**config.mk**
```make
export PLATFORM = sky130hd
export DESIGN_NAME = cpw_pwm_unit
export DESIGN_NICKNAME = d
export VERILOG_FILES = /design/src/rtl/cpw_pkg.sv /design/src/rtl/cpw_pwm_unit.sv /design/src/rtl/cpw_prescaler.sv
export SDC_FILE = /design/constraint.sdc
export NUM_CORES = 1
export LEC_CHECK = 0
export BUFFER_PORTS_ARGS = -buffer_cell sky130_fd_sc_hd__buf_2
export CORE_MARGIN = 2
export CORE_UTILIZATION = 45
export DETAILED_ROUTE_END_ITERATION = 12
export GPL_ROUTABILITY_DRIVEN = 0
export PLACE_DENSITY = 0.65
export RECOVER_POWER = 50
export SYNTH_ARGS = -nofsm -noshare
export SYNTH_HDL_FRONTEND = slang
export SYNTH_SLANG_ARGS = --single-unit
```
**constraint.sdc**
```tcl
create_clock -name clk_sys -period 2.88 [get_ports clk_sys]
set_input_delay 0.576 -clock clk_sys [delete_from_list [all_inputs] [get_ports clk_sys]]
set_output_delay 0.576 -clock clk_sys [all_outputs]
set_load 0.1 [all_outputs]
```
**src/rtl/cpw_pkg.sv**
```systemverilog
// Package for the PWM generator: register map, field layout, reset values, types.
// Assumes a 32-bit APB slave; register indices map to byte addresses times four.
package cpw_pkg;
    // Register indices (byte address = index * 4)
    localparam logic [7:0] IDX_TIMEBASE_COUNT = 8'h11;
    localparam logic [7:0] IDX_TIMEBASE_CONTROL = 8'h12;
    localparam logic [7:0] IDX_DUTY_HIGH_BYTE = 8'h15;
    localparam logic [7:0] IDX_DUTY_SHADOW = 8'h16;
    localparam logic [7:0] IDX_UNIT_CONTROL = 8'h17;
    localparam logic [7:0] IDX_PERIOD_LIMIT = 8'h92;
    localparam logic [7:0] IDX_STATUS = 8'h18;
    localparam int ADDR_SHIFT = 2;
    // Field positions of timebase_control
    localparam int TBC_PRESCALE_LSB = 0;
    localparam int TBC_RUN_BIT = 2;
    localparam int TBC_POSTSCALE_LSB = 3;
    localparam logic [7:0] TBC_MASK = 8'h7F;
    // Field positions of unit_control
    localparam int UC_MODE_LSB = 0;
    localparam int UC_DUTY_LSB = 4;
    localparam logic [7:0] UC_MASK = 8'h3F;
    // Reset values
    localparam logic [7:0] RST_TIMEBASE_COUNT = 8'h00;
    localparam logic [7:0] RST_TIMEBASE_CONTROL = 8'h00;
    localparam logic [7:0] RST_UNIT_CONTROL = 8'h00;
    localparam logic [7:0] RST_PERIOD_LIMIT = 8'hFF;
    localparam logic [7:0] RST_DUTY = 8'h00;
    // Prescale selections
    localparam logic [1:0] PRE_DIV1 = 2'h0;
    localparam logic [1:0] PRE_DIV4 = 2'h1;
    // Clock: 40 MHz system clock, four phases per instruction clock
    localparam int CLK_HZ = 40000000;
    localparam int PHASES_PER_INSTR = 4;

    typedef enum logic [1:0] {
        CPW_IDLE = 2'b00,
        CPW_SETUP = 2'b01,
        CPW_ACCESS = 2'b11
    } cpw_bus_e;

    // APB request carrier
    typedef struct packed {
        logic psel;
        logic penable;
        logic pwrite;
        logic [11:0] paddr;
        logic [31:0] pwdata;
    } cpw_apb_req_s;

    // APB answer carrier
    typedef struct packed {
        logic pready;
        logic pslverr;
        logic [31:0] prdata;
    } cpw_apb_rsp_s;
endpackage

```
**src/rtl/cpw_pwm_unit.sv**
```systemverilog
// PWM generator with 8-bit timebase, period register and double-buffered 10-bit duty.
// Assumes an APB master on clk_sys; the pin mux with the port latch sits outside.
//
// Register access over APB was left to the implementer.
`timescale 1ns/1ps
module cpw_pwm_unit (
    input wire logic clk_sys,
    input wire logic rstn,
    input wire cpw_pkg::cpw_apb_req_s apb_req,
    output cpw_pkg::cpw_apb_rsp_s apb_rsp,
    output logic pwm_output_pin,
    output logic timebase_event,
    output logic postscaled_event
);
    typedef struct packed {
        logic [7:0] count;
        logic [7:0] control;
        logic [7:0] duty_high_byte;
        logic [7:0] duty_shadow;
        logic [1:0] duty_latch;
        logic [7:0] unit_control;
        logic [7:0] period_limit;
        logic [3:0] post_cnt;
        logic pin;
        logic tb_evt;
        logic post_evt;
        logic post_sticky;
        logic [31:0] rdata;
    } cpw_state_s;

    cpw_state_s st_q;
    cpw_state_s st_d;
    logic inc_tick;
    logic [1:0] frac;
    logic pwm_mode;
    logic unit_off;
    logic run;
    logic [7:0] idx;
    logic wr_acc;
    logic rd_acc;
    logic mapped;
    logic [9:0] duty_active;
    logic [9:0] time_now;
    logic at_limit;
    logic [7:0] next_count;

    // Register index from byte address; only aligned words decode
    function automatic logic [7:0] reg_index(input logic [11:0] a);
        reg_index = a[9:2];
    endfunction

    assign idx = reg_index(apb_req.paddr);
    assign wr_acc = apb_req.psel && apb_req.penable && apb_req.pwrite;
    assign rd_acc = apb_req.psel && !apb_req.penable && !apb_req.pwrite;
    assign mapped = (apb_req.paddr[1:0] == 2'h0) && (apb_req.paddr[11:10] == 2'h0)
        && (idx == cpw_pkg::IDX_TIMEBASE_COUNT || idx == cpw_pkg::IDX_TIMEBASE_CONTROL
        || idx == cpw_pkg::IDX_DUTY_HIGH_BYTE || idx == cpw_pkg::IDX_DUTY_SHADOW
        || idx == cpw_pkg::IDX_UNIT_CONTROL || idx == cpw_pkg::IDX_PERIOD_LIMIT
        || idx == cpw_pkg::IDX_STATUS);

    // Mode decode
    assign pwm_mode = (st_q.unit_control[3:2] == 2'b11);
    assign unit_off = (st_q.unit_control[3:0] == 4'h0);
    assign run = st_q.control[cpw_pkg::TBC_RUN_BIT];

    // Prescaler drives counter increments and the two fraction bits
    cpw_prescaler u_pre (
        .clk_sys(clk_sys),
        .rstn(rstn),
        .run(run),
        .sel(st_q.control[1:0]),
        .tick(inc_tick),
        .frac(frac)
    );

    // Buffered duty against counter extended by fraction bits
    assign duty_active = {st_q.duty_shadow, st_q.duty_latch};
    // Time of the next cycle, so the registered pin falls exactly at the match
    assign at_limit = (st_q.count == st_q.period_limit);
    assign next_count = at_limit ? 8'h00 : st_q.count + 8'h01;
    assign time_now = {(inc_tick ? next_count : st_q.count), frac};

    // Next state: bus writes, timebase, duty buffering and pin
    always_comb begin
        st_d = st_q;
        st_d.tb_evt = 1'b0;
        st_d.post_evt = 1'b0;
        // Timebase counts up; match arms a clear on the next increment
        if (inc_tick) begin
            if (at_limit) begin
                st_d.count = 8'h00;
                st_d.tb_evt = 1'b1;
                // Postscaler divides match events only
                if (st_q.post_cnt == st_q.control[6:3]) begin
                    st_d.post_cnt = 4'h0;
                    st_d.post_evt = 1'b1;
                    st_d.post_sticky = 1'b1;
                end else begin
                    st_d.post_cnt = st_q.post_cnt + 4'h1;
                end
                if (pwm_mode) begin
                    st_d.duty_shadow = st_q.duty_high_byte;
                    st_d.duty_latch = st_q.unit_control[5:4];
                    // Zero duty leaves the pin low
                    st_d.pin = ({st_q.duty_high_byte, st_q.unit_control[5:4]} != 10'h000);
                end
            end else begin
                st_d.count = next_count;
            end
        end
        // Clear at the duty match; never reached when on-time exceeds period
        if (pwm_mode && run && time_now == duty_active && !(inc_tick && at_limit)) begin
            st_d.pin = 1'b0;
        end
        if (!pwm_mode) begin
            st_d.pin = 1'b0;
        end
        // Register writes, taken at the access edge
        if (wr_acc && mapped) begin
            case (idx)
                cpw_pkg::IDX_TIMEBASE_COUNT: begin
                    st_d.count = apb_req.pwdata[7:0];
                end
                cpw_pkg::IDX_TIMEBASE_CONTROL: st_d.control = apb_req.pwdata[7:0] & cpw_pkg::TBC_MASK;
                cpw_pkg::IDX_DUTY_HIGH_BYTE: st_d.duty_high_byte = apb_req.pwdata[7:0];
                cpw_pkg::IDX_DUTY_SHADOW: begin
                    if (!pwm_mode) begin
                        st_d.duty_shadow = apb_req.pwdata[7:0];
                    end
                end
                cpw_pkg::IDX_UNIT_CONTROL: begin
                    st_d.unit_control = apb_req.pwdata[7:0] & cpw_pkg::UC_MASK;
                    if (apb_req.pwdata[3:0] == 4'h0) begin
                        st_d.pin = 1'b0;
                        st_d.duty_latch = 2'h0;
                    end
                end
                cpw_pkg::IDX_PERIOD_LIMIT: st_d.period_limit = apb_req.pwdata[7:0];
                cpw_pkg::IDX_STATUS: begin
                    // Write one clears; a new event wins
                    if (apb_req.pwdata[0] && !st_d.post_evt) begin
                        st_d.post_sticky = 1'b0;
                    end
                end
                default: ;
            endcase
        end
        if (unit_off) begin
            st_d.pin = 1'b0;
        end
        // Read data captured in the setup cycle, presented in the access cycle
        if (rd_acc) begin
            st_d.rdata = 32'h0000_0000;
            case (idx)
                cpw_pkg::IDX_TIMEBASE_COUNT: st_d.rdata[7:0] = st_q.count;
                cpw_pkg::IDX_TIMEBASE_CONTROL: st_d.rdata[7:0] = st_q.control;
                cpw_pkg::IDX_DUTY_HIGH_BYTE: st_d.rdata[7:0] = st_q.duty_high_byte;
                cpw_pkg::IDX_DUTY_SHADOW: st_d.rdata[7:0] = st_q.duty_shadow;
                cpw_pkg::IDX_UNIT_CONTROL: st_d.rdata[7:0] = st_q.unit_control;
                cpw_pkg::IDX_PERIOD_LIMIT: st_d.rdata[7:0] = st_q.period_limit;
                cpw_pkg::IDX_STATUS: st_d.rdata[1:0] = {st_q.pin, st_q.post_sticky};
                default: st_d.rdata = 32'h0000_0000;
            endcase
        end
    end

    // State register
    always_ff @(posedge clk_sys or negedge rstn) begin
        if (!rstn) begin
            st_q <= '0;
            st_q.count <= cpw_pkg::RST_TIMEBASE_COUNT;
            st_q.control <= cpw_pkg::RST_TIMEBASE_CONTROL;
            st_q.unit_control <= cpw_pkg::RST_UNIT_CONTROL;
            st_q.period_limit <= cpw_pkg::RST_PERIOD_LIMIT;
            st_q.duty_high_byte <= cpw_pkg::RST_DUTY;
            st_q.duty_shadow <= cpw_pkg::RST_DUTY;
        end else begin
            st_q <= st_d;
        end
    end

    // Bus answer: one wait-free access phase; unmapped addresses give an error
    assign apb_rsp.pready = 1'b1;
    assign apb_rsp.pslverr = apb_req.psel && apb_req.penable && !mapped;
    assign apb_rsp.prdata = st_q.rdata;
    assign pwm_output_pin = st_q.pin;
    assign timebase_event = st_q.tb_evt;
    assign postscaled_event = st_q.post_evt;

    // Helper history for assertions
    logic prev_match_tick;
    always_ff @(posedge clk_sys or negedge rstn) begin
        if (!rstn) begin
            prev_match_tick <= 1'b0;
        end else begin
            prev_match_tick <= inc_tick && at_limit;
        end
    end
endmodule // cpw_pwm_unit

```
**src/rtl/cpw_prescaler.sv**
```systemverilog
// Timebase prescaler: phase counter giving the timebase increment tick and fraction bits.
// Assumes one system clock domain and synchronous clear from the unit.
`timescale 1ns/1ps
module cpw_prescaler (
    input wire logic clk_sys,
    input wire logic rstn,
    input wire logic run,
    input wire logic [1:0] sel,
    output logic tick,
    output logic [1:0] frac
);
    typedef struct packed {
        logic [5:0] cnt;
    } cpw_pre_s;
    cpw_pre_s st_q;
    cpw_pre_s st_d;
    logic [5:0] last;

    // Terminal count of phases: 4 x 1, 4 x 4 or 4 x 16
    always_comb begin
        case (sel)
            cpw_pkg::PRE_DIV1: last = 6'h03;
            cpw_pkg::PRE_DIV4: last = 6'h0F;
            default: last = 6'h3F;
        endcase
    end

    // Increment tick at the wrap
    // Fraction is the top two bits of the next phase count, for full 10-bit resolution
    always_comb begin
        st_d = st_q;
        if (!run) begin
            st_d.cnt = 6'h00;
        end else if (st_q.cnt >= last) begin
            st_d.cnt = 6'h00;
        end else begin
            st_d.cnt = st_q.cnt + 6'h01;
        end
    end
    assign tick = run && (st_q.cnt >= last);
    always_comb begin
        case (sel)
            cpw_pkg::PRE_DIV1: frac = st_d.cnt[1:0];
            cpw_pkg::PRE_DIV4: frac = st_d.cnt[3:2];
            default: frac = st_d.cnt[5:4];
        endcase
    end

    // State register
    always_ff @(posedge clk_sys or negedge rstn) begin
        if (!rstn) begin
            st_q <= '0;
        end else begin
            st_q <= st_d;
        end
    end
endmodule // cpw_prescaler

```
==> results.py <==
metrics = {
    "status": {
        "status": "finished with violations",
        "violations": "capacitance limit, slew limit",
    },
    "placement": {
        "pre_cts_ws_ns": 0.2871,
        "portBuffers": 36,
        "dp_cells": 549,
        "placed_cell_area_um2": 4379,
        "dp_hpwl_mm": 7.093,
    },
    "finish": {
        "area_growth_pct": 10.89,
        "finish.utilization_pct": 52.09,
        "nets": 506,
        "design_area_um2": 4587,
        "final_cell_mix": "dfrtp_1 (61), mux2_2 (45), nor2_1 (34)",
        "final_common_cell": "dfrtp_1",
        "final_cells": 565,
        "drive_gt1_share_pct": 27.13,
        "n_antenna_cell": 0,
    },
    "global_routing": {
        "grt_max_degree": 42,
        "grt_usage_pct": 20.36,
        "grt_pass1_vias": 3025,
        "antenna_found_initial": 0,
        "grt_pass1_wl_mm": 15.61,
        "overflow": 0,
    },
    "drt": {
        "dr.pass1.iters": 4,
        "drc_errors": 0,
        "drt_iter0_drc": 173,
        "vias": 3119,
        "drt.antenna.violating_nets": 0,
        "wl_per_cell_um": 16.87,
        "routed_wl_mm": 9.529,
        "drt-vias-per-instance": 5.520,
    },
    "synthesis": {
        "synth.largest_area_cell": "dfrtp_1",
        "ys_async_sr_fraction_pct": 100.0,
        "syn_avg_cell_area_um2": 9.991,
        "ys.flop_type": "dfrtp_1",
        "syn-cell-area_um2": 4136,
        "synth_edf_count": 0,
        "ys_types": 54,
        "synth-seq-area-share_pct": 41.98,
        "yosys_warnings": 0,
        "synthCells": 414,
        "ys_ff_latch": 69,
        "ys_top_cells_by_area": "dfrtp_1 (37%), mux2_2 (12%), buf_4 (6.0%)",
        "yosys.area.top_type_share_pct": 36.90,
    },
    "timing": {
        "max_slew_margin_pct": -1.228,
        "period_share_pct": 89.81,
        "finalHoldWorstSlack_ns": 0.4979,
        "slew_viol_final": 30,
        "setup_viol": 0,
        "worst_slack_ns": 0.2935,
        "hold_violations": 0,
        "clock_skew_ns": 0.006465,
        "setup-tns-final_ns": 0,
        "worstMarginPinSlew_ns": 1.518,
        "rsz0062_at_grt": "no",
        "max_freq_mhz": 386.6,
        "min_period_ns": 2.587,
    },
    "cts": {
        "cts_hold_buf": 0,
        "post_cts_buffers": 0,
        "post_cts_resized": 0,
        "clock-root-buffer": "clkbuf_8",
        "cts_tree": "done",
        "cts_made_buffers": 9,
        "clkTransAtPathRegs_ns": 0.08,
        "clock_latency_ns": 0.35,
        "htreeDepth": 3,
        "cts_buffer_depth": 2,
        "cts_sinks": 69,
    },
    "worst_setup_path": {
        "critPathCaptureType": "flop",
        "crit_arrival_ns": 2.80,
        "required_ns": 3.10,
        "cp-start-kind": "flop",
        "cp_max_fo": 5,
        "path_class": "reg2reg",
        "reg2regPathDepth": 9,
    },
    "power_and_ir_drop": {
        "pwr-share-seq_pct": 42.9,
        "internal_power_mw": 1.554,
        "power_switching_uw": 762.2,
        "vdd_ir_drop_max_v": 0.0002716,
        "p_leak_nw": 2.035,
        "switching_share_pct": 32.90,
        "clkPwrFrac_pct": 39.5,
        "p_total_mw": 2.317,
        "power_density_nw_per_um2": 505.1,
        "combPwrFrac_pct": 17.6,
    },
    "floorplan": {
        "die_h_um": 99.88,
        "core-area_um2": 8806,
        "start_util_pct": 46.97,
        "die_w_um": 99.88,
        "io_pins": 86,
        "rows": 34,
        "die_area_um2": 9975,
    },
    "hold_path": {
        "holdPathStages": 3,
        "worstHoldPathType": "in2reg",
    },
    "job": {
        "cap_violations": 1,
    },
}
## final cells by class
class | instances | area [um^2]
tap | 108 | 135.1
sequential | 69 | 1737
clock inverter | 6 | 93.84
multi-input combinational | 313 | 2153
timing repair buffer | 52 | 304.0
clock buffer | 10 | 137.6
fill | 805 | 4219
inverter | 7 | 26.28
## metal layers
| layer | GRT usage (%) | up-vias | wire length (um) |
|---|---|---|---|
| li1 | - | 1497 | - |
| met1 | 29.27 | 1533 | 4457 |
| met2 | 30.87 | 77 | 4485 |
| met3 | 3.760 | 12 | 404 |
| met4 | 7.376 | 0 | 181 |
| met5 | 0 | - | 0 |
## kinds of logic after synthesis
| group | count (synthesis) | share of synthesized area, % |
|---|---|---|
| AO/OA/AOI/OAI | 78 | 12.28 |
| XOR/XNOR | 26 | 5.505 |
| adder cells (fa/ha/maj) | 5 | 1.512 |
| buffers and inverters | 55 | 8.197 |
| flip-flops | 69 | 41.98 |
| multiplexers | 59 | 15.64 |
| other | 2 | 0.1816 |
| AND/OR/NAND/NOR | 120 | 14.70 |
## power by group through the flow
stage / registers [mW] / logic (mW) / clock network, mW
floorplan: 1.01 / 0.383 / 0
global placement: 1.01 / 0.412 / 0
detailed placement: 1.01 / 0.415 / 0
CTS: 0.995 / 0.415 / 0.941
global route: 0.998 / 0.424 / 0.993
finish: 0.995 / 0.408 / 0.914
## worst max-delay path, cell delays in order, from the launching register on
cell,delay (ns)
dfrtp_1,0.42
ha_1,0.25
o311ai_1,0.28
a21o_1,0.21
a21oi_2,0.11
nand3_1,0.12
xor2_1,0.26
mux2_2,0.37
nor4_1,0.32
a31oi_1,0.13
## worst paths after layout
path / start / endpoint / slack [ns]
worst max-delay path: u_pre.st_q[0] / pwm_output_pin / 0.29
worst min-delay path: apb_req[7] / duty_active[9] / 0.50
worst max register to register: u_pre.st_q[0] / pwm_output_pin / 0.29
worst min register to register: u_pre.st_q[0] / u_pre.st_q[0] / 0.51
max in group asynchronous: rstn / duty_active[2] / 0.61
min in group asynchronous: rstn / timebase_event / 0.58
## synthesized netlist by cell type (all sizes together), types with 7 or more instances
cell,n
o21ai,28
a21oi,15
mux2i,14
dfrtp,61
xor2,10
clkbuf,8
inv,7
mux2,45
a22oi,9
nand3,16
xnor2,16
buf,40
nand2,29
dfstp,8
nor2,35
nor3,8
## flip-flops by register name, summed over array words and instances, names as in the netlist
| name | flops |
|---|---|
| st_q | 41 |
| run | 1 |
| apb_rsp | 8 |
| duty_active | 10 |
| u_pre.st_q | 6 |
| pwm_output_pin | 1 |
| postscaled_event | 1 |
| timebase_event | 1 |
Note: power is estimated with default switching activity, not from simulation.
